[config.mk]
export PLATFORM = sky130hd
export DESIGN_NAME = bbse_exec
export DESIGN_NICKNAME = d
export VERILOG_FILES = /design/src/include/bbse_pkg.sv /design/src/include/bbse_phase_if.sv /design/src/rtl/bbse_exec.sv /design/src/rtl/bbse_qphase.sv
export SDC_FILE = /design/constraint.sdc
export NUM_CORES = 1
export LEC_CHECK = 0
export BUFFER_PORTS_ARGS = -buffer_cell sky130_fd_sc_hd__buf_2
export CAP_MARGIN = 20
export CORE_MARGIN = 4
export CORE_UTILIZATION = 33
export CTS_CLUSTER_DIAMETER = 120
export DETAILED_ROUTE_END_ITERATION = 16
export PLACE_DENSITY = 0.66
export SLEW_MARGIN = 10
export SYNTH_ARGS = -nofsm -noshare
export SYNTH_HDL_FRONTEND = slang
export SYNTH_HIERARCHICAL = 1
export SYNTH_SLANG_ARGS = --single-unit
[constraint.sdc]
create_clock -name clk -period 6.2 [get_ports clk]
set_input_delay 1.24 -clock clk [delete_from_list [all_inputs] [get_ports clk]]
set_output_delay 1.24 -clock clk [all_outputs]
set_load 0.01 [all_outputs]
[src/include/bbse_pkg.sv]
package bbse_pkg;

	localparam logic [4:0] OPC_JUMP       = 5'h1A;
	localparam logic [3:0] OPC_BITSET     = 4'h8;
	localparam int         JUMP_OFS_MSB   = 10;
	localparam int         BIT_IDX_LSB    = 9;
	localparam int         ASEL_BIT       = 8;
	localparam logic [7:0] ACCESS_SPLIT   = 8'h80;
	localparam logic [3:0] ACCESS_HI_BANK = 4'hF;
	localparam logic [7:0] INDEX_LIMIT    = 8'h5F;
	localparam int         PC_STEP        = 2;

	localparam logic [3:0] REG_BANK_SEL   = 4'h0;
	localparam logic [3:0] REG_CTRL       = 4'h1;
	localparam logic [3:0] REG_STATUS     = 4'h2;
	localparam logic [3:0] REG_TARGET_LO  = 4'h3;
	localparam logic [3:0] REG_TARGET_HI  = 4'h4;
	localparam logic [3:0] REG_LAST_ADDR  = 4'h5;

	localparam logic [3:0] BANK_SEL_RST   = 4'h0;
	localparam logic       EXT_EN_RST     = 1'b0;
	localparam int         CTRL_EXT_BIT   = 0;

	typedef enum logic [1:0] {
		OP_NONE   = 2'b00,
		OP_JUMP   = 2'b01,
		OP_BITSET = 2'b10,
		OP_FLUSH  = 2'b11
	} bbse_op_type;

endpackage : bbse_pkg

[src/include/bbse_phase_if.sv]
`timescale 1ns/1ps
interface bbse_phase_if;
	logic q1;
	logic q2;
	logic q3;
	logic q4;

	modport src (
		output q1,
		output q2,
		output q3,
		output q4
	);

	modport snk (
		input q1,
		input q2,
		input q3,
		input q4
	);
endinterface : bbse_phase_if

[src/rtl/bbse_exec.sv]
// The address map and the plain strobed port were decided locally.
`timescale 1ns/1ps
module bbse_exec
	import bbse_pkg::*;
#(
	parameter int PC_W   = 21,
	parameter int ADDR_W = 12,
	parameter int BANK_W = 4
) (
	input  wire logic              clk,
	input  wire logic              rst,
	input  wire logic [15:0]       instr,
	input  wire logic [PC_W-1:0]   instr_addr,
	input  wire logic [ADDR_W-1:0] index_base,
	output logic                   cycle_start,
	output logic                   pc_load,
	output logic [PC_W-1:0]        pc_target,
	output logic                   flush,
	output logic                   mem_rd,
	output logic                   mem_wr,
	output logic [ADDR_W-1:0]      mem_addr,
	input  wire logic [7:0]        mem_rdata,
	output logic [7:0]             mem_wdata,
	input  wire logic [3:0]        reg_addr,
	input  wire logic [15:0]       reg_wdata,
	input  wire logic              reg_we,
	input  wire logic              reg_re,
	output logic [15:0]            reg_rdata
);
	bbse_phase_if ph ();

	bbse_qphase u_qphase (
		.clk (clk),
		.rst (rst),
		.ph  (ph.src)
	);

	bbse_op_type         op_q;
	bbse_op_type         op_d;
	logic [PC_W-1:0]     target_q;
	logic [PC_W-1:0]     target_d;
	logic [ADDR_W-1:0]   addr_q;
	logic [ADDR_W-1:0]   addr_d;
	logic [2:0]          bit_idx_q;
	logic [7:0]          wdata_q;
	logic [BANK_W-1:0]   bank_q;
	logic                ext_en_q;
	logic                indexed_q;
	logic [15:0]         rdata_q;

	// field extraction
	wire logic           is_jump;
	wire logic           is_bitset;
	wire logic [10:0]    jump_ofs;
	wire logic [2:0]     bit_idx;
	wire logic           asel;
	wire logic [7:0]     file_addr;
	wire logic [PC_W-1:0] ofs_x2;
	wire logic [PC_W-1:0] jump_dest;
	wire logic           use_index;
	wire logic [ADDR_W-1:0] access_addr;
	wire logic [ADDR_W-1:0] banked_addr;
	wire logic [ADDR_W-1:0] index_addr;
	wire logic [7:0]     set_mask;

	assign is_jump   = (instr[15:11] == OPC_JUMP);
	assign is_bitset = (instr[15:12] == OPC_BITSET);
	assign jump_ofs  = instr[JUMP_OFS_MSB:0];
	assign bit_idx   = instr[BIT_IDX_LSB+2:BIT_IDX_LSB];
	assign asel      = instr[ASEL_BIT];
	assign file_addr = instr[7:0];

	// sign extended and doubled, so the range is -2048..+2046 bytes
	assign ofs_x2    = {{(PC_W-12){jump_ofs[10]}}, jump_ofs, 1'b0};
	// instr_addr is the address of the jump itself; +2 stands for the prefetch step
	assign jump_dest = instr_addr + PC_W'(PC_STEP) + ofs_x2;

	assign use_index   = !asel && ext_en_q && (file_addr <= INDEX_LIMIT);
	assign access_addr = (file_addr < ACCESS_SPLIT) ?
		{{(ADDR_W-8){1'b0}}, file_addr} :
		{ACCESS_HI_BANK, file_addr};
	assign banked_addr = {bank_q, file_addr};
	assign index_addr  = index_base + {{(ADDR_W-8){1'b0}}, file_addr};

	// decode happens only at Q1; a jump forces the next slot to a no-operation
	always_comb begin
		op_d     = op_q;
		target_d = target_q;
		addr_d   = addr_q;
		if (ph.q1) begin
			case (op_q)
				OP_JUMP: begin
					op_d = OP_FLUSH;
				end
				OP_NONE,
				OP_BITSET,
				OP_FLUSH: begin
					if (is_jump) begin
						op_d     = OP_JUMP;
						target_d = jump_dest;
					end else if (is_bitset) begin
						op_d = OP_BITSET;
						if (use_index) begin
							addr_d = index_addr;
						end else if (asel) begin
							addr_d = banked_addr;
						end else begin
							addr_d = access_addr;
						end
					end else begin
						op_d = OP_NONE;
					end
				end
				default: begin
					op_d = OP_NONE;
				end
			endcase
		end
	end

	assign set_mask = 8'h01 << bit_idx_q;

	always_ff @(posedge clk or posedge rst) begin
		if (rst) begin
			op_q      <= OP_NONE;
			target_q  <= '0;
			addr_q    <= '0;
			bit_idx_q <= 3'h0;
			indexed_q <= 1'b0;
		end else begin
			op_q     <= op_d;
			target_q <= target_d;
			addr_q   <= addr_d;
			// a word dropped in the flush slot must not touch these
			if (ph.q1 && op_d == OP_BITSET) begin
				bit_idx_q <= bit_idx;
				indexed_q <= use_index;
			end
		end
	end

	// modify in Q3: read data arrives the cycle after the Q2 strobe
	always_ff @(posedge clk or posedge rst) begin
		if (rst) begin
			wdata_q <= 8'h00;
		end else if (ph.q3 && op_q == OP_BITSET) begin
			wdata_q <= mem_rdata | set_mask;
		end
	end

	assign cycle_start = ph.q1;
	assign pc_load     = ph.q4 && (op_q == OP_JUMP);
	assign pc_target   = target_q;
	// flush spans Q1..Q4 of the dropped slot, not the next decode
	assign flush       = ph.q1 ? (op_q == OP_JUMP) : (op_q == OP_FLUSH);
	assign mem_rd      = ph.q2 && (op_q == OP_BITSET);
	assign mem_wr      = ph.q4 && (op_q == OP_BITSET);
	assign mem_addr    = addr_q;
	assign mem_wdata   = wdata_q;

	// software side: bank select and extended-set enable steer addressing
	wire logic        wr_bank;
	wire logic        wr_ctrl;
	wire logic [15:0] status_word;
	wire logic [15:0] rd_mux;
	wire logic [31:0] target_wide;

	assign wr_bank     = reg_we && (reg_addr == REG_BANK_SEL);
	assign wr_ctrl     = reg_we && (reg_addr == REG_CTRL);
	assign status_word = {12'h000, indexed_q, flush, op_q};
	assign target_wide = 32'(target_q);

	always_ff @(posedge clk or posedge rst) begin
		if (rst) begin
			bank_q   <= BANK_SEL_RST;
			ext_en_q <= EXT_EN_RST;
		end else begin
			if (wr_bank) begin
				bank_q <= reg_wdata[BANK_W-1:0];
			end
			if (wr_ctrl) begin
				ext_en_q <= reg_wdata[CTRL_EXT_BIT];
			end
		end
	end

	assign rd_mux =
		(reg_addr == REG_BANK_SEL)  ? 16'(bank_q) :
		(reg_addr == REG_CTRL)      ? 16'(ext_en_q) :
		(reg_addr == REG_STATUS)    ? status_word :
		(reg_addr == REG_TARGET_LO) ? target_wide[15:0] :
		(reg_addr == REG_TARGET_HI) ? target_wide[31:16] :
		(reg_addr == REG_LAST_ADDR) ? 16'(addr_q) :
		16'h0000;

	// read data stands only in the cycle after the strobe
	always_ff @(posedge clk or posedge rst) begin
		if (rst) begin
			rdata_q <= 16'h0000;
		end else if (reg_re) begin
			rdata_q <= rd_mux;
		end else begin
			rdata_q <= 16'h0000;
		end
	end

	assign reg_rdata = rdata_q;
endmodule : bbse_exec

[src/rtl/bbse_qphase.sv]
`timescale 1ns/1ps
module bbse_qphase
	import bbse_pkg::*;
(
	input  wire logic clk,
	input  wire logic rst,
	bbse_phase_if.src ph
);
	logic [1:0] phase_q;
	logic [1:0] phase_d;

	// four clocks make one instruction cycle, one enable per quarter
	assign phase_d = phase_q + 2'h1;

	always_ff @(posedge clk or posedge rst) begin
		if (rst) begin
			phase_q <= 2'h0;
		end else begin
			phase_q <= phase_d;
		end
	end

	assign ph.q1 = (phase_q == 2'h0);
	assign ph.q2 = (phase_q == 2'h1);
	assign ph.q3 = (phase_q == 2'h2);
	assign ph.q4 = (phase_q == 2'h3);
endmodule : bbse_qphase

; ---- Yosys cells after proc, flatten, opt, wreduce, memory -nomap -nowiden
; Cells that the tools add are included.
[classes]
n_addsub = 4
magnitude_cmp = 2
n_eq_ne = 14
shift = 1
muxes = 15
bitwise_logic = 2
n_reduce_logical = 16
[ops]
columns = op, n
row1 = 2-to-1 mux 16 bit, 5
row2 = 2-to-1 mux 12 bit, 5
row3 = adder 21 x 2 -> 21 bit (second input constant), 1
row4 = adder 21 bit, 1
row5 = adder 12 x 8 -> 12 bit, 1
row6 = equality test 2 bit (second input constant), 5
row7 = logical AND 1 bit, 9
row8 = equality test 4 x 2 -> 1 bit (second input constant), 2
row9 = equality test 4 x 3 -> 1 bit (second input constant), 2
row10 = <= comparator 8 x 7 -> 1 bit (second input constant), 1
row11 = less-than comparator 8 bit (second input constant), 1
row12 = OR 8 bit, 1
row13 = left shift 1 x 3 -> 8 bit (first input constant), 1
row14 = 2-to-1 mux 2 bit, 3
row15 = equality test 5 bit (second input constant), 1
row16 = equality test 2 x 1 -> 1 bit (second input constant), 2
row17 = equality test 4 x 1 -> 1 bit (second input constant), 1
row18 = equality test 4 bit (second input constant), 1
row19 = logical NOT 2 bit, 2
row20 = logical NOT 4 bit, 1
row21 = case mux 2 bit (2 select lines), 1
row22 = AND reduction 4 bit, 1
row23 = AND reduction 3 bit, 1
row24 = OR reduction 3 bit, 1
row25 = other kinds (4), 4
[totals]
regBits = 70
output_inout_bits = 62
word_cells = 64

; ---- Logic depth before layout (Yosys ltp)
[logic_depth]
word_depth = 8
mapped_depth = 11

; ---- By module
; Netlist, hierarchy kept.
[by_module_without_submodules]
columns = mod, n_inst, cells_per_inst, area_per_inst_um2
row1 = bbse_exec, 1, 482, 4538.1
row2 = bbse_qphase, 1, 9, 111.4

; ---- Least setup slack after synthesis
; Ideal clock, no wire load.
[synth_timing]
path_kind = input to register
start = in instr[1]
end = reg target_q[20], in the netlist pc_target[20]
setup_time_ps = 69
t_arrival_ps = 3509
slack_ps = 2623
cell_stages = 9
path_cell_list = ha_1 -> ha_1 -> fa_1 -> a211oi_2 -> o21ai_1 -> a2111oi_1 -> o21bai_1 -> a211o_1 -> nand3_1
[synth_via]
elab_chain_len = 1
[synth_rtl]
columns = element, line_no
row1 = "start, declared", bbse_exec.sv:12  ; input wire logic [15:0] instr,
row2 = adder 21 bit, bbse_exec.sv:76  ; assign jump_dest = instr_addr + PC_W'(PC_STEP) + ofs_x2;
row3 = "end signal, assigned", bbse_exec.sv:132  ; target_q <= target_d;
row4 = "end, declared", bbse_exec.sv:40  ; logic [PC_W-1:0] target_q;
; No other way between the ends.
; A chain may end at the register's enable or synchronous reset.

; ---- Worst setup path in the final report
; Same ends and word-level chain as after synthesis.

==> results.cfg <==
[layout]
mostFrequentLayoutCell = buf_2
fraction_of_final_layout_cells_sized_beyond_drive_strength_1_pct = 27.91
filler_cell_count = 1346
finalCoreUtilization_pct = 42.09
num-nets-final = 754
multi_input_comb_area_um2 = 2770
final-seq-area_um2 = 1752
antennaDiodeCount = 0
final_cells = 807
layout.cells.most_common_list = 130 x buf_2, 70 x dfrtp_1, 54 x nand2_1
area.growth.synth_to_final_pct = 25.16

[logic_synthesis]
post_synth_instance_area_um2 = 4649
synthCells = 491
ys_ff_latch = 70
synth_edf_count = 0
synth-seq-area-share_pct = 37.67
post_synth_num_cell_types = 54
netlist_top_cells_area = dfrtp_1 38%, ha_1 13%, nand2_1 4.4%
syn-num-nets = 623
post_synth.cell_area_avg_um2 = 9.469
synth_top_flop_cell = dfrtp_1
synth.top_cell.area_share_pct = 37.67
yosysWarnings = 6
yosysTopAreaCell = dfrtp_1
synth_async_sr_flop_share_pct = 100.0

[critical_path]
worst_path_most_repeated_cell = ha_1
setup_crit_end = pc_target[20]
setup.worst_path.start_class = primary input
path_delay_family = compound AO/OA/AOI/OAI gates
timing.critical_path.buf_inv = 1
worst_r2r_endpoint = mem_addr[11]
endpoint_kind = flip-flop
crit_type = primary input to flip-flop
critical_path.slowest_cell = a2111oi_1
slowest_delay_ns = 0.62
ff_to_ff_path_depth = 6
path_cells = buf_2, ha_1, ha_1, fa_1, a211oi_2, o21ai_1, a2111oi_1, o21bai_1, a211o_1, nand3_1
regToRegStartpoint = u_qphase/phase_q[0]
critPathLaunch = instr[1]
worstSetupPathDepth = 10
worst_ep_arrival_time_ns = 4.03
crit_path_max_fanout = 4
worst_reg2reg_setup_slack_ns = 3.96
worst-endpoint-required_ns = 6.46

[grt]
grt_util_all_layers_pct = 16.49
grt_first_pass_wirelength_mm = 21.37
first_global_vias = 4134
antenna_found_initial = 0
grt_start_max_net_pins = 69
grt_overflow = 0

[detailed_routing]
detail_route.iter0.violations = 333
routed_via_density = 5.224
drt-pass1-iter-count = 5
antenna_violating_nets_post_route = 0
detail_route.wirelength_mm = 13.33
wl_per_cell_um = 16.52
drt_drc_violations_left = 0
route.vias.total = 4216

[cts]
insertion_delay_ns = 0.33
cts_num_sinks = 70
cts_tree = yes
cts_max_path_buffers = 2
cts_max_level = 3
cts_root_buffer = clkbuf_16
post_cts_buffers = 0
worst_setup_hold_path_clk_slew_ns = 0.05
holdBufCountCts = 0
postCtsResizedCells = 0
cts-buffers-inserted = 9

[timing]
final_min_period_over_clock_period_pct = 60.78
slew-limit-headroom_pct = 32.88
final-hold-violation-count = 0
tightest_slew_ns = 0.9991
fin_skew_ns = 0.006045
timing.final.max_slew_violations = 0
setup_total_negative_slack_ns = 0
fmax_ghz = 0.2654
report.final.setup_viol = 0
fin_crit_ns = 3.768
rsz0062_at_grt = false

[power_and_ir_drop]
pwr_density_cell_nw_per_um2 = 269.1
cell_internal_pwr_uw = 1071
finalPower_uw = 1566
irDropWorstVdd_v = 0.0001652
power.combinational.fraction_pct = 27.5
switching_share_pct = 31.62
p_leak_uw = 0.003006
netSwitchingPower_uw = 495.1
power.share.clock_pct = 34.1
sequentialPowerShare_pct = 38.5

[floorplanning]
floorplan.die.height_um = 126.7
die-area_um2 = 16050
num_rows = 43
initial_core_util_pct = 33.63
die_w_um = 126.7
floorplan.core_area_um2 = 13830
pin_count = 143

[min_path]
hold_path_startpoint = mem_wdata[4]
timing.hold.worst.class = flip-flop to flip-flop

[placement]
placement.io_buffers = 130
detailedPlacementHpwl_mm = 10.91
finalWeightedCongestion = 0.8667
place.detailed.instances = 791

[status]
run_status = finished, final reports clean

[flow_run]
max_cap_viol_count = 0
cells by family (layout without fill, tap and decap cells):
group | Yosys count | after routing | synth area share [%]
compound gates | 153 | 153 | 21.37
simple gates | 136 | 136 | 14.29
flops | 70 | 70 | 37.67
fa+ha+maj | 51 | 51 | 14.05
buf+inv | 34 | 170 | 2.745
xor+xnor | 24 | 24 | 4.521
mux | 23 | 23 | 5.355
flip-flops by register name (all words and copies together) (netlist names):
register          count
pc_target            21
reg_rdata            16
mem_addr             12
mem_wdata             8
bank_q                4
bit_idx_q             3
op_q                  2
u_qphase/phase_q      2
ext_en_q              1
indexed_q             1
routing by layer:
layer | GRT usage, % | up-vias | wire length [µm]
li1 | - | 2057 | -
met1 | 20.75 | 1996 | 5783
met2 | 27.21 | 137 | 6464
met3 | 3.621 | 26 | 736
met4 | 7.256 | 0 | 345
met5 | 0 | - | 0
worst min-delay path, delay by kind of cell (launching register included):
family,cells,cell delay (ns)
flops,1,0.34
compound gates,1,0.06
simple gates,1,0.04
synthesized netlist by cell type (3+ instances only):
cell type / count
a211oi_1: 3
a21o_1: 14
a21oi_1: 34
a22oi_1: 10
a31oi_1: 12
and2_1: 6
and3_1: 4
clkbuf_1: 13
dfrtp_1: 70
ha_1: 49
inv_1: 20
mux2_2: 15
mux2i_1: 8
nand2_1: 54
nand2b_1: 3
nand3_1: 9
nor2_1: 31
nor2b_1: 6
nor3_1: 8
nor3b_1: 3
o21ai_0: 40
o21ai_1: 8
o21bai_1: 5
o22a_1: 3
o31ai_1: 3
or4_1: 3
xnor2_1: 13
xor2_1: 11
worst min path at each step:
stage	to	slack, ns	cells past startpoint
global route	mem_wdata[5]	0.50	2
global placement	mem_wdata[4]	0.46	2
finish	mem_wdata[4]	0.47	2
floorplan	indexed_q	0.45	2
detailed placement	mem_wdata[7]	0.47	2
CTS	mem_wdata[7]	0.48	2
stage by stage:
stage | setup WS [ns] | hold slack (ns) | area [µm²]
2_1_floorplan | 2.623 | 0.4453 | 4649
3_3_place_gp | 2.163 | 0.4598 | 5499
3_5_place_dp | 2.138 | 0.4706 | 5499
4_1_cts | 2.453 | 0.4821 | 5819
5_1_grt | 2.243 | 0.5025 | 5819
6_report | 2.432 | 0.4738 | 5819
final cells by class:
cell class	instances	area share (%)
tap	180	3.870
timing repair buffer	133	11.57
inverter	21	1.355
clock inverter	3	0.6880
clock buffer	13	4.816
sequential	70	30.10
multi-input combinational	387	47.60
power groups by stage:
stage | combinational, µW | sequential, µW | clock [µW]
global route | 480 | 611 | 565
detailed placement | 431 | 611 | 0
global placement | 419 | 607 | 0
finish | 430 | 602 | 534
floorplan | 245 | 611 | 0
CTS | 433 | 604 | 543
Power figures use the tool's default switching activity.
